$ cat config.mk
export PLATFORM = sky130hd
export DESIGN_NAME = aci_i2c_slave
export DESIGN_NICKNAME = d
export VERILOG_FILES = /design/src/aci_pkg.sv /design/src/aci_i2c_slave.sv
export VERILOG_INCLUDE_DIRS = /design/src
export SDC_FILE = /design/constraint.sdc
export NUM_CORES = 1
export LEC_CHECK = 0
export BUFFER_PORTS_ARGS = -buffer_cell sky130_fd_sc_hd__buf_2
export CORE_ASPECT_RATIO = 0.9
export CORE_MARGIN = 4
export CORE_UTILIZATION = 35
export CTS_CLUSTER_SIZE = 25
export DETAILED_ROUTE_END_ITERATION = 6
export GPL_ROUTABILITY_DRIVEN = 0
export PLACE_DENSITY = 0.54
export SLEW_MARGIN = 20
export SYNTH_ARGS = -nofsm -noshare
export SYNTH_HDL_FRONTEND = slang
export SYNTH_SLANG_ARGS = --single-unit
export TNS_END_PERCENT = 10
$ cat constraint.sdc
create_clock -name clk_in -period 5.53 [get_ports clk_in]
set_input_delay 0.553 -clock clk_in [delete_from_list [all_inputs] [get_ports clk_in]]
set_output_delay 0.553 -clock clk_in [all_outputs]
set_load 0.02 [all_outputs]
$ cat src/aci_map.svh
`ifndef ACI_MAP_SVH
`define ACI_MAP_SVH
// Bus address, upper six bits
`define ACI_ADDR_HI 6'b011010
`define ACI_SMB_COUNT 8'h07
`define ACI_STACK_DEPTH 7
`define ACI_HIST_DEPTH 6
`define ACI_BLOCK_MAX 32
// Subaddresses that steer the wait logic and the block-format decode
`define ACI_SUB_MCR 7'h01
`define ACI_SUB_VOL 7'h04
`define ACI_SUB_BASS 7'h06
`define ACI_SUB_TREBLE 7'h07
`define ACI_SUB_EQ_LO 7'h0A
`define ACI_SUB_EQ_HI 7'h17
// Clock rate and wait times in microseconds (32, 44.1, 48 kHz)
`define ACI_CLK_MHZ 250
`define ACI_VOL_32_US 62000
`define ACI_VOL_44_US 49000
`define ACI_VOL_48_US 41000
`define ACI_TONE_32_US 231000
`define ACI_TONE_44_US 167000
`define ACI_TONE_48_US 153000
`define ACI_EQ_32_US 15000
`define ACI_EQ_44_US 190
`define ACI_EQ_48_US 300
`define ACI_SHORT_US 150
`define ACI_SHORT_32_US 15000
`define ACI_SERIES_LEN 8
`endif

$ cat src/aci_pkg.sv
package aci_pkg;
	typedef enum logic [1:0] {ACI_FS_32, ACI_FS_44, ACI_FS_48} aci_rate_t;
	typedef enum {S_IDLE, S_ADDR, S_ACK, S_WR, S_HOLD, S_RD, S_RACK, S_RLOAD} aci_state_t;
	typedef struct packed {
		logic scl;
		logic sda;
	} aci_line_t;
endpackage

$ cat src/aci_i2c_slave.sv
`include "aci_map.svh"
`timescale 1ns/10ps
`default_nettype none
module aci_i2c_slave import aci_pkg::*; #(
	parameter int unsigned VOL_CYC [3] = '{`ACI_VOL_32_US * `ACI_CLK_MHZ,
		`ACI_VOL_44_US * `ACI_CLK_MHZ, `ACI_VOL_48_US * `ACI_CLK_MHZ},
	parameter int unsigned TONE_CYC [3] = '{`ACI_TONE_32_US * `ACI_CLK_MHZ,
		`ACI_TONE_44_US * `ACI_CLK_MHZ, `ACI_TONE_48_US * `ACI_CLK_MHZ},
	parameter int unsigned EQ_CYC [3] = '{`ACI_EQ_32_US * `ACI_CLK_MHZ,
		`ACI_EQ_44_US * `ACI_CLK_MHZ, `ACI_EQ_48_US * `ACI_CLK_MHZ},
	parameter int unsigned SHORT_CYC = `ACI_SHORT_US * `ACI_CLK_MHZ,
	parameter int unsigned SHORT32_CYC = `ACI_SHORT_32_US * `ACI_CLK_MHZ,
	parameter int unsigned SERIES_LEN = `ACI_SERIES_LEN
)(
	// Clock and reset
	input wire logic clk_in,
	input wire logic sys_rst_in,
	// Two-wire bus, open drain
	input wire aci_line_t bus_in,
	output aci_line_t bus_out,
	output aci_line_t bus_oe_out,
	// Configuration
	input wire logic address_select_pin_in,
	input wire aci_rate_t rate_in,
	// Status
	output logic busy_out
);
	generate
		if (SERIES_LEN < 1 || SERIES_LEN > 255) begin : g_bad
			$error("SERIES_LEN out of range");
		end
	endgenerate

	logic scl_m, scl_s, scl_p, sda_m, sda_s, sda_p, sel_m, sel_s;
	aci_state_t state;
	logic [2:0] bit_cnt;
	logic [7:0] shreg, tx, cmd, last_sub;
	logic [7:0] stack [`ACI_STACK_DEPTH];
	logic [7:0] hist [`ACI_HIST_DEPTH];
	logic [5:0] byte_idx;
	logic [2:0] rd_idx;
	logic [7:0] series;
	logic [31:0] busy;
	logic is_read, smb, wr_frame, got_data, block, hold_req, sda_oe, scl_oe;

	// Pins pass two flops before use
	always_ff @(posedge clk_in) begin
		scl_m <= bus_in.scl;
		scl_s <= scl_m;
		scl_p <= scl_s;
		sda_m <= bus_in.sda;
		sda_s <= sda_m;
		sda_p <= sda_s;
		sel_m <= address_select_pin_in;
		sel_s <= sel_m;
	end

	wire scl_rise = scl_s & ~scl_p;
	wire scl_fall = ~scl_s & scl_p;
	wire start_det = scl_s & scl_p & sda_p & ~sda_s;
	wire stop_det = scl_s & scl_p & ~sda_p & sda_s;
	wire [7:0] byte_in = {shreg[6:0], sda_s};
	wire got_byte = scl_rise && bit_cnt == 3'd7 && (state == S_ADDR || state == S_WR);
	wire addr_hit = byte_in[7:2] == `ACI_ADDR_HI && byte_in[1] == sel_s;
	wire wr_byte = got_byte && state == S_WR;
	wire [6:0] byte_sub = byte_in[6:0];
	wire byte_fmt = byte_sub == `ACI_SUB_MCR || byte_sub == `ACI_SUB_BASS || byte_sub == `ACI_SUB_TREBLE;
	wire is_cmd = wr_byte && byte_idx == 6'd0;
	wire is_count = wr_byte && byte_idx == 6'd1 && block;
	wire is_data = wr_byte && !is_cmd && !is_count;
	// Block data starts one byte later than write-byte data
	wire first_data = is_data && byte_idx == (block ? 6'd2 : 6'd1);
	wire ack_end = state == S_ACK && scl_fall && sda_oe;
	wire commit = (start_det || stop_det) && wr_frame && got_data;

	// Readback source: plain pops the store, read after a write frame is framed
	wire [7:0] rd_plain = rd_idx == 3'd7 ? 8'hFF : stack[3'd6 - rd_idx];
	wire [7:0] rd_smb = rd_idx == 3'd0 ? `ACI_SMB_COUNT :
		rd_idx == 3'd1 ? last_sub : hist[3'd7 - rd_idx];
	wire [7:0] rd_sel = smb ? rd_smb : rd_plain;

	// Wait length of the command that just completed
	wire [1:0] ri = rate_in == 2'd3 ? 2'd2 : rate_in;
	wire [6:0] csub = cmd[6:0];
	wire is_vol = csub == `ACI_SUB_VOL;
	wire is_tone = csub == `ACI_SUB_BASS || csub == `ACI_SUB_TREBLE;
	wire is_eq = csub >= `ACI_SUB_EQ_LO && csub <= `ACI_SUB_EQ_HI;
	wire series_end = series == 8'(SERIES_LEN - 1);
	wire [31:0] short_wait = ri == 2'd0 ? SHORT32_CYC : SHORT_CYC;
	// Tone uses the full step; a finer scaling would need the old setting
	wire [31:0] wait_len = is_vol ? VOL_CYC[ri] :
		is_tone ? TONE_CYC[ri] :
		is_eq ? EQ_CYC[ri] :
		series_end ? short_wait : 32'h0;

	// Serial engine
	always_ff @(posedge clk_in) begin
		if (sys_rst_in) begin
			state <= S_IDLE;
			bit_cnt <= 3'h0;
			shreg <= 8'h00;
			tx <= 8'h00;
			is_read <= 1'b0;
			smb <= 1'b0;
			wr_frame <= 1'b0;
			rd_idx <= 3'h0;
			sda_oe <= 1'b0;
			scl_oe <= 1'b0;
		end else if (start_det) begin
			state <= S_ADDR;
			bit_cnt <= 3'h0;
			sda_oe <= 1'b0;
			scl_oe <= 1'b0;
		end else if (stop_det) begin
			state <= S_IDLE;
			wr_frame <= 1'b0;
			sda_oe <= 1'b0;
			scl_oe <= 1'b0;
		end else begin
			case (state)
				S_ADDR, S_WR: begin
					if (scl_rise) begin
						shreg <= byte_in;
						bit_cnt <= bit_cnt + 3'd1;
						if (bit_cnt == 3'd7) begin
							if (state == S_ADDR && !addr_hit) begin
								state <= S_IDLE;
							end else begin
								state <= S_ACK;
							end
							if (state == S_ADDR && addr_hit) begin
								is_read <= byte_in[0];
								smb <= byte_in[0] & wr_frame;
								wr_frame <= wr_frame | ~byte_in[0];
								rd_idx <= 3'h0;
							end
						end
					end
				end
				S_ACK: begin
					if (scl_fall && !sda_oe) begin
						sda_oe <= 1'b1;
					end else if (ack_end) begin
						if (is_read) begin
							tx <= rd_sel;
							sda_oe <= ~rd_sel[7];
							state <= S_RD;
						end else if (hold_req && busy != 32'h0) begin
							sda_oe <= 1'b0;
							scl_oe <= 1'b1;
							state <= S_HOLD;
						end else begin
							sda_oe <= 1'b0;
							state <= S_WR;
						end
					end
				end
				S_HOLD: begin
					if (busy == 32'h0) begin
						scl_oe <= 1'b0;
						state <= S_WR;
					end
				end
				S_RD: begin
					if (scl_fall) begin
						bit_cnt <= bit_cnt + 3'd1;
						if (bit_cnt == 3'd7) begin
							sda_oe <= 1'b0;
							state <= S_RACK;
						end else begin
							tx <= {tx[6:0], 1'b0};
							sda_oe <= ~tx[6];
						end
					end
				end
				S_RACK: begin
					if (scl_rise) begin
						if (!sda_s) begin
							rd_idx <= rd_idx + 3'd1;
							state <= S_RLOAD;
						end else begin
							state <= S_IDLE;
						end
					end
				end
				S_RLOAD: begin
					if (scl_fall) begin
						tx <= rd_sel;
						sda_oe <= ~rd_sel[7];
						state <= S_RD;
					end
				end
				default: state <= S_IDLE;
			endcase
		end
	end

	// Written bytes, store and command decode
	always_ff @(posedge clk_in) begin
		if (sys_rst_in) begin
			byte_idx <= 6'h0;
			cmd <= 8'h00;
			last_sub <= 8'h00;
			block <= 1'b0;
			got_data <= 1'b0;
			hold_req <= 1'b0;
			for (int i = 0; i < `ACI_STACK_DEPTH; i++) begin
				stack[i] <= 8'h00;
			end
			for (int i = 0; i < `ACI_HIST_DEPTH; i++) begin
				hist[i] <= 8'h00;
			end
		end else begin
			if (start_det) begin
				byte_idx <= 6'h0;
			end else if (wr_byte && byte_idx != 6'h3F) begin
				byte_idx <= byte_idx + 6'd1;
			end
			if (commit) begin
				got_data <= 1'b0;
			end else if (is_data) begin
				got_data <= 1'b1;
			end
			if (ack_end || start_det) begin
				hold_req <= 1'b0;
			end else if (first_data) begin
				hold_req <= 1'b1;
			end
			if (is_cmd) begin
				cmd <= byte_in;
				block <= byte_in[7] & ~byte_fmt;
			end
			if (wr_byte && !is_count) begin
				stack[0] <= byte_in;
				for (int i = 1; i < `ACI_STACK_DEPTH; i++) begin
					stack[i] <= stack[i - 1];
				end
			end
			if (is_data) begin
				last_sub <= cmd;
				hist[0] <= byte_in;
				for (int i = 1; i < `ACI_HIST_DEPTH; i++) begin
					hist[i] <= hist[i - 1];
				end
			end
		end
	end

	// Busy timer; the wait is served on the next command's first data byte
	always_ff @(posedge clk_in) begin
		if (sys_rst_in) begin
			busy <= 32'h0;
			series <= 8'h00;
		end else if (commit) begin
			busy <= wait_len;
			series <= series_end ? 8'h00 : series + 8'd1;
		end else if (busy != 32'h0) begin
			busy <= busy - 32'd1;
		end
	end

	assign bus_out = '0;
	assign bus_oe_out = '{scl: scl_oe, sda: sda_oe};
	assign busy_out = busy != 32'h0;

	a_start_seen: assert property (@(posedge clk_in) disable iff (sys_rst_in)
		start_det |=> state == S_ADDR && bit_cnt == 3'h0)
		else $error("start not taken");
	a_stop_release: assert property (@(posedge clk_in) disable iff (sys_rst_in)
		stop_det && !start_det |=> state == S_IDLE && !bus_oe_out.sda && !bus_oe_out.scl)
		else $error("stop did not release bus");
	a_addr_reject: assert property (@(posedge clk_in) disable iff (sys_rst_in)
		got_byte && state == S_ADDR && !addr_hit && !start_det && !stop_det |=> state == S_IDLE)
		else $error("foreign address accepted");
	a_stack_push: assert property (@(posedge clk_in) disable iff (sys_rst_in)
		wr_byte && !is_count && !start_det && !stop_det |=> stack[0] == $past(byte_in) && stack[1] == $past(stack[0]))
		else $error("store not updated");
	a_count_skip: assert property (@(posedge clk_in) disable iff (sys_rst_in)
		is_count |=> stack[0] == $past(stack[0]))
		else $error("count byte stored");
	a_first_read: assert property (@(posedge clk_in) disable iff (sys_rst_in)
		ack_end && is_read && !smb && rd_idx == 3'h0 && !start_det && !stop_det
		|=> tx == $past(stack[6]) && state == S_RD)
		else $error("first read not oldest");
	a_smb_count: assert property (@(posedge clk_in) disable iff (sys_rst_in)
		ack_end && is_read && smb && rd_idx == 3'h0 && !start_det && !stop_det |=> tx == 8'h07)
		else $error("count byte wrong");
	a_pop_next: assert property (@(posedge clk_in) disable iff (sys_rst_in)
		state == S_RACK && scl_rise && !sda_s && !start_det && !stop_det
		|=> rd_idx == $past(rd_idx) + 3'd1 ##0 state == S_RLOAD)
		else $error("ack did not pop");
	a_hold_clock: assert property (@(posedge clk_in) disable iff (sys_rst_in)
		state == S_HOLD && busy > 32'd2 && !start_det && !stop_det |=> bus_oe_out.scl ##1 bus_oe_out.scl)
		else $error("clock not held");
	a_vol_wait: assert property (@(posedge clk_in) disable iff (sys_rst_in)
		commit && is_vol |=> busy == VOL_CYC[$past(ri)])
		else $error("volume wait wrong");
endmodule
`default_nettype wire

After elaboration in Yosys (flattened, before gate mapping) --
Memory sizes are Yosys's and may differ from the RTL's. Index checks and enable logic that the tools add are counted.
Word-level totals: flip-flop bits (word level) 130, RAM bits 104, input port bits 7, word-level logic and storage cells 277, memories 2
Cells by class: add/subtract/negate cells 7, order comparisons 3, eq/ne operators 51, multiplexer cells 94, bitwise operators 33, reduce and logical (&&, ||, !) cells 60
Memories:
- stack | words 7, width 8, read ports 7, clocked after memory_dff 0, write ports 7, line aci_i2c_slave.sv:38 | logic [7:0] stack [`ACI_STACK_DEPTH];
- hist | words 6, width 8, read ports 6, clocked after memory_dff 0, write ports 6, line aci_i2c_slave.sv:39 | logic [7:0] hist [`ACI_HIST_DEPTH];
Operator list (number):
- $mux W32 | 20
- $bmux W32 S2 | 3
- $eq A32 B3 Y1 const B | 6
- $pmux W32 S6 | 1
- $mux W8 | 18
- $eq A32 B2 Y1 const B | 3
- $mux W22 | 2
- $mux W7 | 6
- $ne A4 B4 Y1 const B | 9
- $eq A7 B3 Y1 const B | 5
- $eq A32 B1 Y1 const B | 1
- $logic_not A32 Y1 | 1
- $reduce_bool A32 Y1 | 1
- $sub A32 B1 Y32 const B | 1
- $mux W3 | 10
- $ne A2 B2 Y1 const B | 15
- $reduce_and A9 Y1 | 3
- $mux W1 | 26
- $logic_and A1 B1 Y1 | 21
- $pmux W7 S3 | 1
- $reduce_bool A2 Y1 | 8
- $or A1 B1 Y1 | 14
- $pmux W3 S2 | 2
- $reduce_and A4 Y1 | 3
- other kinds (35) | 68

Depth between registers and ports, before layout --
Gate-level depths: netlist of the first run.
depth after elaboration 13, mapped depth 13, gate-level depth less buffers 8

Worst setup path after synthesis of the first run --
No wires, ideal clock.
path type reg2reg, from reg state[2], to mem stack[0][0], enable pin, setup time 0.547 ns, arrival time 5.156 ns, data required time 4.983 ns, slack -0.173 ns, stages on the path, launching flop included 6, buffers on the path 1, cell sequence dfxtp_1 clkbuf_1 nand2b_1 nor2_2 nand3_1 o21ai_0
RTL lines:
- from (decl) | line aci_i2c_slave.sv:35 | aci_state_t state;
- from (signal assigned) | line aci_i2c_slave.sv:99 | state <= S_IDLE;
- from (signal assigned) | line aci_i2c_slave.sv:110 | state <= S_ADDR;
- from (signal assigned) | line aci_i2c_slave.sv:115 | state <= S_IDLE;
- to (decl) | line aci_i2c_slave.sv:38

==> results of run 1 <==
logic make-up (layout without fill, tap and decap cells):
logic type | count (synthesis) | after routing | synth area share [%]
buf+inv | 77 | 78 | 3.29
xor+xnor | 39 | 39 | 3.42
simple gates | 384 | 384 | 20.9
other cells | 1 | 2 | 0.0376
mux | 53 | 53 | 7.35
flops | 205 | 205 | 51.6
compound gates | 175 | 175 | 12.0
fa+ha+maj | 11 | 11 | 1.38
per-stage QoR:
step           instance area, sq um  util [%]
6_report                      11100      39.8
5_1_grt                       11100      39.8
4_1_cts                       11100      39.8
3_5_place_dp                  10300      36.9
3_3_place_gp                  10300      36.8
2_1_floorplan                  9980         -
power breakdown:
| part | internal [mW] | switching [mW] |
|---|---|---|
| clock network | 0.915 | 0.642 |
| registers | 1.73 | 0.133 |
| logic | 0.412 | 0.666 |
per-layer routing:
layer  GRT usage, %  part of all wire [%]
met1           23.0                    52
met2           20.5                    42
met3           1.99                   4.1
met4           4.09                   2.2
met5              0                     0
critical path, cell delays in order (launching register included):
cell	delay, ns
dfxtp_1	0.59
nand2b_1	0.18
nor2_2	0.50
nand3_1	0.32
a21oi_1	0.40
nor2_1	0.25
inv_2	0.81
final cells by class:
cell class                      instances  area share, %
Clock inverter                         12          0.988
Inverter                               14          0.472
Tap cell                              360           4.04
Timing Repair Buffer                   20           1.39
Sequential cell                       205           46.2
Clock buffer                           32           6.11
Multi-Input combinational cell        664           40.8
path summary, 6_finish.rpt:
kind,from,endpoint,slack [ns]
worst max register to register,state[0]$_SDFFE_PP0P_,hist[1][3]$_SDFFCE_PN0P_,2.09
worst min-delay path,bus_in[0],sda_m$_DFF_P_,0.13
worst max-delay path,state[0]$_SDFFE_PP0P_,hist[1][3]$_SDFFCE_PN0P_,2.09
worst min register to register,sel_m$_DFF_P_,sel_s$_DFF_P_,0.33
state kept, by name, indices dropped and copies added (netlist names), 3 cells and up:
| name | count |
|---|---|
| cmd | 8 |
| last_sub | 8 |
| hist | 48 |
| rd_idx | 3 |
| shreg | 7 |
| byte_idx | 6 |
| state | 3 |
| bit_cnt | 3 |
| tx | 7 |
| series | 8 |
| busy | 32 |
| stack | 56 |
cell usage in the layout (no fill, tap or decap), drive strengths merged, types with 4 or more instances in the layout:
| cell type | synthesis | final |
|---|---|---|
| nand2b | 9 | 9 |
| inv | 14 | 14 |
| nand4 | 9 | 9 |
| ha | 11 | 11 |
| clkinv | 0 | 10 |
| a211oi | 32 | 32 |
| a22oi | 7 | 7 |
| or2 | 5 | 5 |
| xnor2 | 14 | 14 |
| mux2i | 35 | 35 |
| nor2 | 100 | 100 |
| mux4 | 16 | 16 |
| a2111oi | 9 | 9 |
| and2 | 101 | 101 |
| or4 | 7 | 7 |
| o211ai | 4 | 4 |
| a31oi | 5 | 5 |
| xor2 | 25 | 25 |
| a221oi | 4 | 4 |
| and3 | 7 | 7 |
| a22o | 10 | 10 |
| nand3b | 7 | 7 |
| clkbuf | 50 | 32 |
| o21ai | 33 | 33 |
| nor2b | 15 | 15 |
| a21oi | 41 | 41 |
| nand3 | 22 | 22 |
| dfxtp | 101 | 101 |
| nor4 | 12 | 12 |
| edfxtp | 104 | 104 |
| a311oi | 4 | 4 |
| nor3 | 25 | 25 |
| nand2 | 45 | 45 |
| buf | 13 | 20 |
==> flow_summary.json, run 1 <==
{
  "synth.most_common_cell": "edfxtp_1",
  "synthArstFlopShare_pct": 0,
  "io_pins": 12,
  "root_buffer": "clkbuf_16",
  "setup_viol": 0,
  "die_h_um": 168,
  "synth.cell_area_sq_um": 9970,
  "dieArea_sq_um": 31300,
  "status": "completed",
  "final.period_utilization_pct": 62.2,
  "synth_seq_area_share_pct": 51.6,
  "critPathArrivalTime_ns": 3.59,
  "fill_cells": 2755,
  "post-cts-setup-buffers": 0,
  "ant_nets": 0,
  "vias": 6935,
  "start_util_pct": 35.6,
  "criticalPathCategory": "reg -> reg",
  "dpl_worst_slack_ns": 2.07,
  "routedWlPerCell_um": 17.4,
  "cts_tree": "done",
  "p_per_area_nw_per_um2": 404,
  "final_cell_count_no_fill": 1307,
  "h-tree-depth": 1,
  "max_freq_ghz": 0.291,
  "synth.area.top_cells": "edfxtp_1 31%, dfxtp_1 20%, and2_1 6.3%, nor2_1 3.7%, mux4_2 3.6%",
  "grt_overflow": 0,
  "fp-row-count": 58,
  "cts_buffer_depth": 3,
  "peakVddDrop_mv": 0.194,
  "finalMaxSlewViolations": 0,
  "hp-class": "in -> reg",
  "drt_pass1_iterations": 5,
  "grt_pass1_vias": 6640,
  "worstPathRequired_ns": 5.68,
  "syn_avg_cell_area_sq_um": 10.6,
  "avgViaCountPerCell": 5.31,
  "cts.sinks": 205,
  "fin_skew_ns": 0.0177,
  "rsz0062_at_grt": "no",
  "clk_pin_slew_ns": 0.06,
  "yosys_warnings": 0,
  "finalCriticalPeriod_ns": 3.44,
  "synth.largest_area_cell": "edfxtp_1",
  "whs_path_depth": 1,
  "ctsResizeCount": 0,
  "critical_path.max_fanout": 48,
  "synth_cell_types": 73,
  "multi_input_area_sq_um": 4550,
  "synth_edf_count": 104,
  "drv_cap": 0,
  "route.detailed.drc": 0,
  "r2r_cells": 6,
  "grt_max_degree": 57,
  "finalSetupTns_ns": 0,
  "setup_ws_ns": 2.09,
  "yosysTopAreaCellShare_pct": 31.3,
  "place_inst": 1263,
  "slew_headroom_pct": 27.2,
  "antenna_cells": 0,
  "endpoint_kind": "flop",
  "synth.top_cells.by_count": "104 x edfxtp_1, 101 x dfxtp_1, 100 x and2_1",
  "place_hpwl_um": 14600,
  "drive_gt1_share_pct": 10.5,
  "p_leak_nw": 3.95,
  "grt_pass1_wl_um": 37200,
  "tightest_slew_ns": 1.09,
  "hold_viol": 0,
  "drt_iter0_markers": 596,
  "insertion_delay_ns": 0.53,
  "track_usage_pct": 14.5,
  "seqCellArea_sq_um": 5150,
  "antenna_found_initial": 0,
  "hold_ws_ns": 0.134,
  "ctsHoldBuffers": 0,
  "syn_to_final_growth_pct": 11.7,
  "coreArea_sq_um": 28000,
  "fin_total_pwr_mw": 4.50,
  "cp-start-kind": "flop",
  "port_buffers": 9,
  "wl_um": 22700,
  "fp.dieW_um": 186,
  "cts_buffers": 24,
  "nNetsFinal": 947,
  "synth_flop_cell": "edfxtp_1",
  "ys_ff_latch": 205,
  "syn-instance-count": 945
}
(Power assumes the default switching activity.)
==> run 2, diff against run 1 <==
==> constraint.sdc (replaced) <==
create_clock -name clk_in -period 3 [get_ports clk_in]
set_input_delay 0.3 -clock clk_in [delete_from_list [all_inputs] [get_ports clk_in]]
set_output_delay 0.3 -clock clk_in [all_outputs]
set_load 0.02 [all_outputs]
==> run 2 against run 1 <==
Setup slack lost 1.9 ns. Via count grew 1.9%. Clock power grew 90%. Sequential cell count unchanged. Die area stayed put. Sequential share of layout area shrank 1.1 points. First-iteration DRC count stayed put. Final cell count up 2.1%. Total power increased by 92%. Sequential power up 82%. Utilization rose by 0.95 points. Critical path type is now reg -> out. Critical endpoint is now busy_out. Largest cell class unchanged.
==> flow_summary.json, run 2 (synthesized netlist as in run 1, its figures left out) <==
{
  "reg2reg_to": "busy[17]$_SDFFE_PP0P_",
  "final.period_utilization_pct": 94.8,
  "start_util_pct": 35.6,
  "setup_viol": 0,
  "worstPathRequired_ns": 2.70,
  "rsz0062_at_grt": "no",
  "peakVddDrop_mv": 0.446,
  "post-cts-setup-buffers": 0,
  "fill_cells": 2674,
  "place_inst": 1287,
  "syn_to_final_growth_pct": 14.3,
  "setup_ws_ns": 0.156,
  "dpl_worst_slack_ns": 0.342,
  "coreArea_sq_um": 28000,
  "grt_pass1_wl_um": 37200,
  "p_per_area_nw_per_um2": 756,
  "route.detailed.drc": 0,
  "io_pins": 12,
  "holdPathEnd": "wr_frame$_SDFFE_PP0P_",
  "endpoint_kind": "output port",
  "critical_path.max_fanout": 9,
  "whs_path_depth": 2,
  "r2r_setup_slack_ns": 0.29,
  "final_cell_mix": "104 x edfxtp_1, 100 x and2_1, 100 x dfxtp_1",
  "fp.dieW_um": 186,
  "hold_ws_ns": 0.177,
  "top_regs": "stack: 56 flops, hist: 48 flops, busy: 32 flops",
  "cts.sinks": 205,
  "finalSetupTns_ns": 0,
  "hp-class": "in -> reg",
  "finalCriticalPeriod_ns": 2.84,
  "r2r_cells": 6,
  "h-tree-depth": 1,
  "fin_total_pwr_mw": 8.62,
  "clk_pin_slew_ns": 0.06,
  "grt_overflow": 0,
  "cts_buffer_depth": 3,
  "slew_headroom_pct": 52.9,
  "tightest_slew_ns": 0.699,
  "antenna_found_initial": 0,
  "final_cell_count_no_fill": 1334,
  "cts_tree": "done",
  "drt_pass1_iterations": 5,
  "rr_startpoint": "busy[9]$_SDFFE_PP0P_",
  "grt_pass1_vias": 6732,
  "place_hpwl_um": 15100,
  "drt_iter0_markers": 596,
  "die_h_um": 168,
  "hp-start": "sys_rst_in",
  "routedWlPerCell_um": 17.2,
  "nNetsFinal": 974,
  "finalMaxSlewViolations": 0,
  "cts_buffers": 24,
  "drv_cap": 0,
  "wl_um": 22900,
  "largest_register": "stack",
  "fp-row-count": 58,
  "port_buffers": 9,
  "insertion_delay_ns": 0.52,
  "dieArea_sq_um": 31300,
  "ant_nets": 0,
  "grt_max_degree": 57,
  "critPathArrivalTime_ns": 2.54,
  "fin_skew_ns": 0.00721,
  "root_buffer": "clkbuf_16",
  "drive_gt1_share_pct": 13.1,
  "layout_commonest_cell": "edfxtp_1",
  "status": "completed",
  "cp-start-kind": "flop",
  "hold_viol": 0,
  "max_freq_ghz": 0.352,
  "p_leak_nw": 4.11,
  "vias": 7066,
  "antenna_cells": 0,
  "criticalPathCategory": "reg -> out",
  "avgViaCountPerCell": 5.30,
  "track_usage_pct": 14.5,
  "largest_reg_flops": 56
}
## run 2: cell count changes in the layout (fill, tap and decap cells not counted), sizes merged
cell	before	now
bufinv	1	2
buf	20	44
clkbuf	32	31
dlygate4sd3	0	3
## run 2: how the worst max path moves through the flow
stage	from	endpoint	slack, ns	cells past startpoint
after global routing	busy[9]$_SDFFE_PP0P_	busy_out	0.05	6
after floorplan	rd_idx[0]$_SDFFE_PP0P_	tx[2]$_SDFFE_PP0P_	-0.06	12
after global placement	rd_idx[1]$_SDFFE_PP0P_	sda_oe$_SDFFE_PP0P_	0.39	8
after CTS	busy[9]$_SDFFE_PP0P_	busy_out	0.07	6
after detailed placement	busy[9]$_SDFFE_PP0P_	busy[17]$_SDFFE_PP0P_	0.34	6
final	busy[9]$_SDFFE_PP0P_	busy_out	0.16	6
## run 2: per-stage QoR
stage	util (%)	area [sq um]
after global routing	40.7	11400
after global placement	37.6	10500
final	40.7	11400
after CTS	40.7	11400
after floorplan	-	9990
after detailed placement	37.6	10500
## run 2: cell type report
class                      instances  area (sq um)  share of cell area [%]
multi-input combinational        664          4560                    40.0
clock buffer                      31           689                    6.04
clock inverter                    13           131                    1.15
inverter                          14          52.6                   0.461
timing repair buffer              47           375                    3.29
tap                              360           450                    3.95
sequential                       205          5150                    45.1
## run 2: report_power, final
group,total (mW),internal (mW),switching [mW]
Clock,2.97,1.80,1.17
Sequential,3.41,3.19,0.217
Combinational,2.24,0.916,1.33
Total,8.62,5.91,2.71
## run 2: worst max-delay path: stages (launching register included)
cell,delay [ns]
dfxtp_1,0.36
or4_4,0.56
or4_1,0.45
buf_4,0.21
nor3_4,0.15
nand2_2,0.11
buf_2,0.17
## run 2: metal layers
metal | part of all wire (%) | wire [um] | global-route usage [%] | vias up
met5 | 0 | 0 | 0 | -
met4 | 1.7 | 386 | 3.39 | 0
li1 | - | - | - | 3477
met3 | 4.5 | 1020 | 1.99 | 22
met1 | 51 | 11700 | 22.7 | 3408
met2 | 43 | 9810 | 21.2 | 159
## run 2: timing repair
action	CTS	global route
endpoints found under the hold margin	3	0
hold buffers	3	0
endpoints found under the setup margin	1	2
gates resized for setup	1	3
pin swaps	0	0
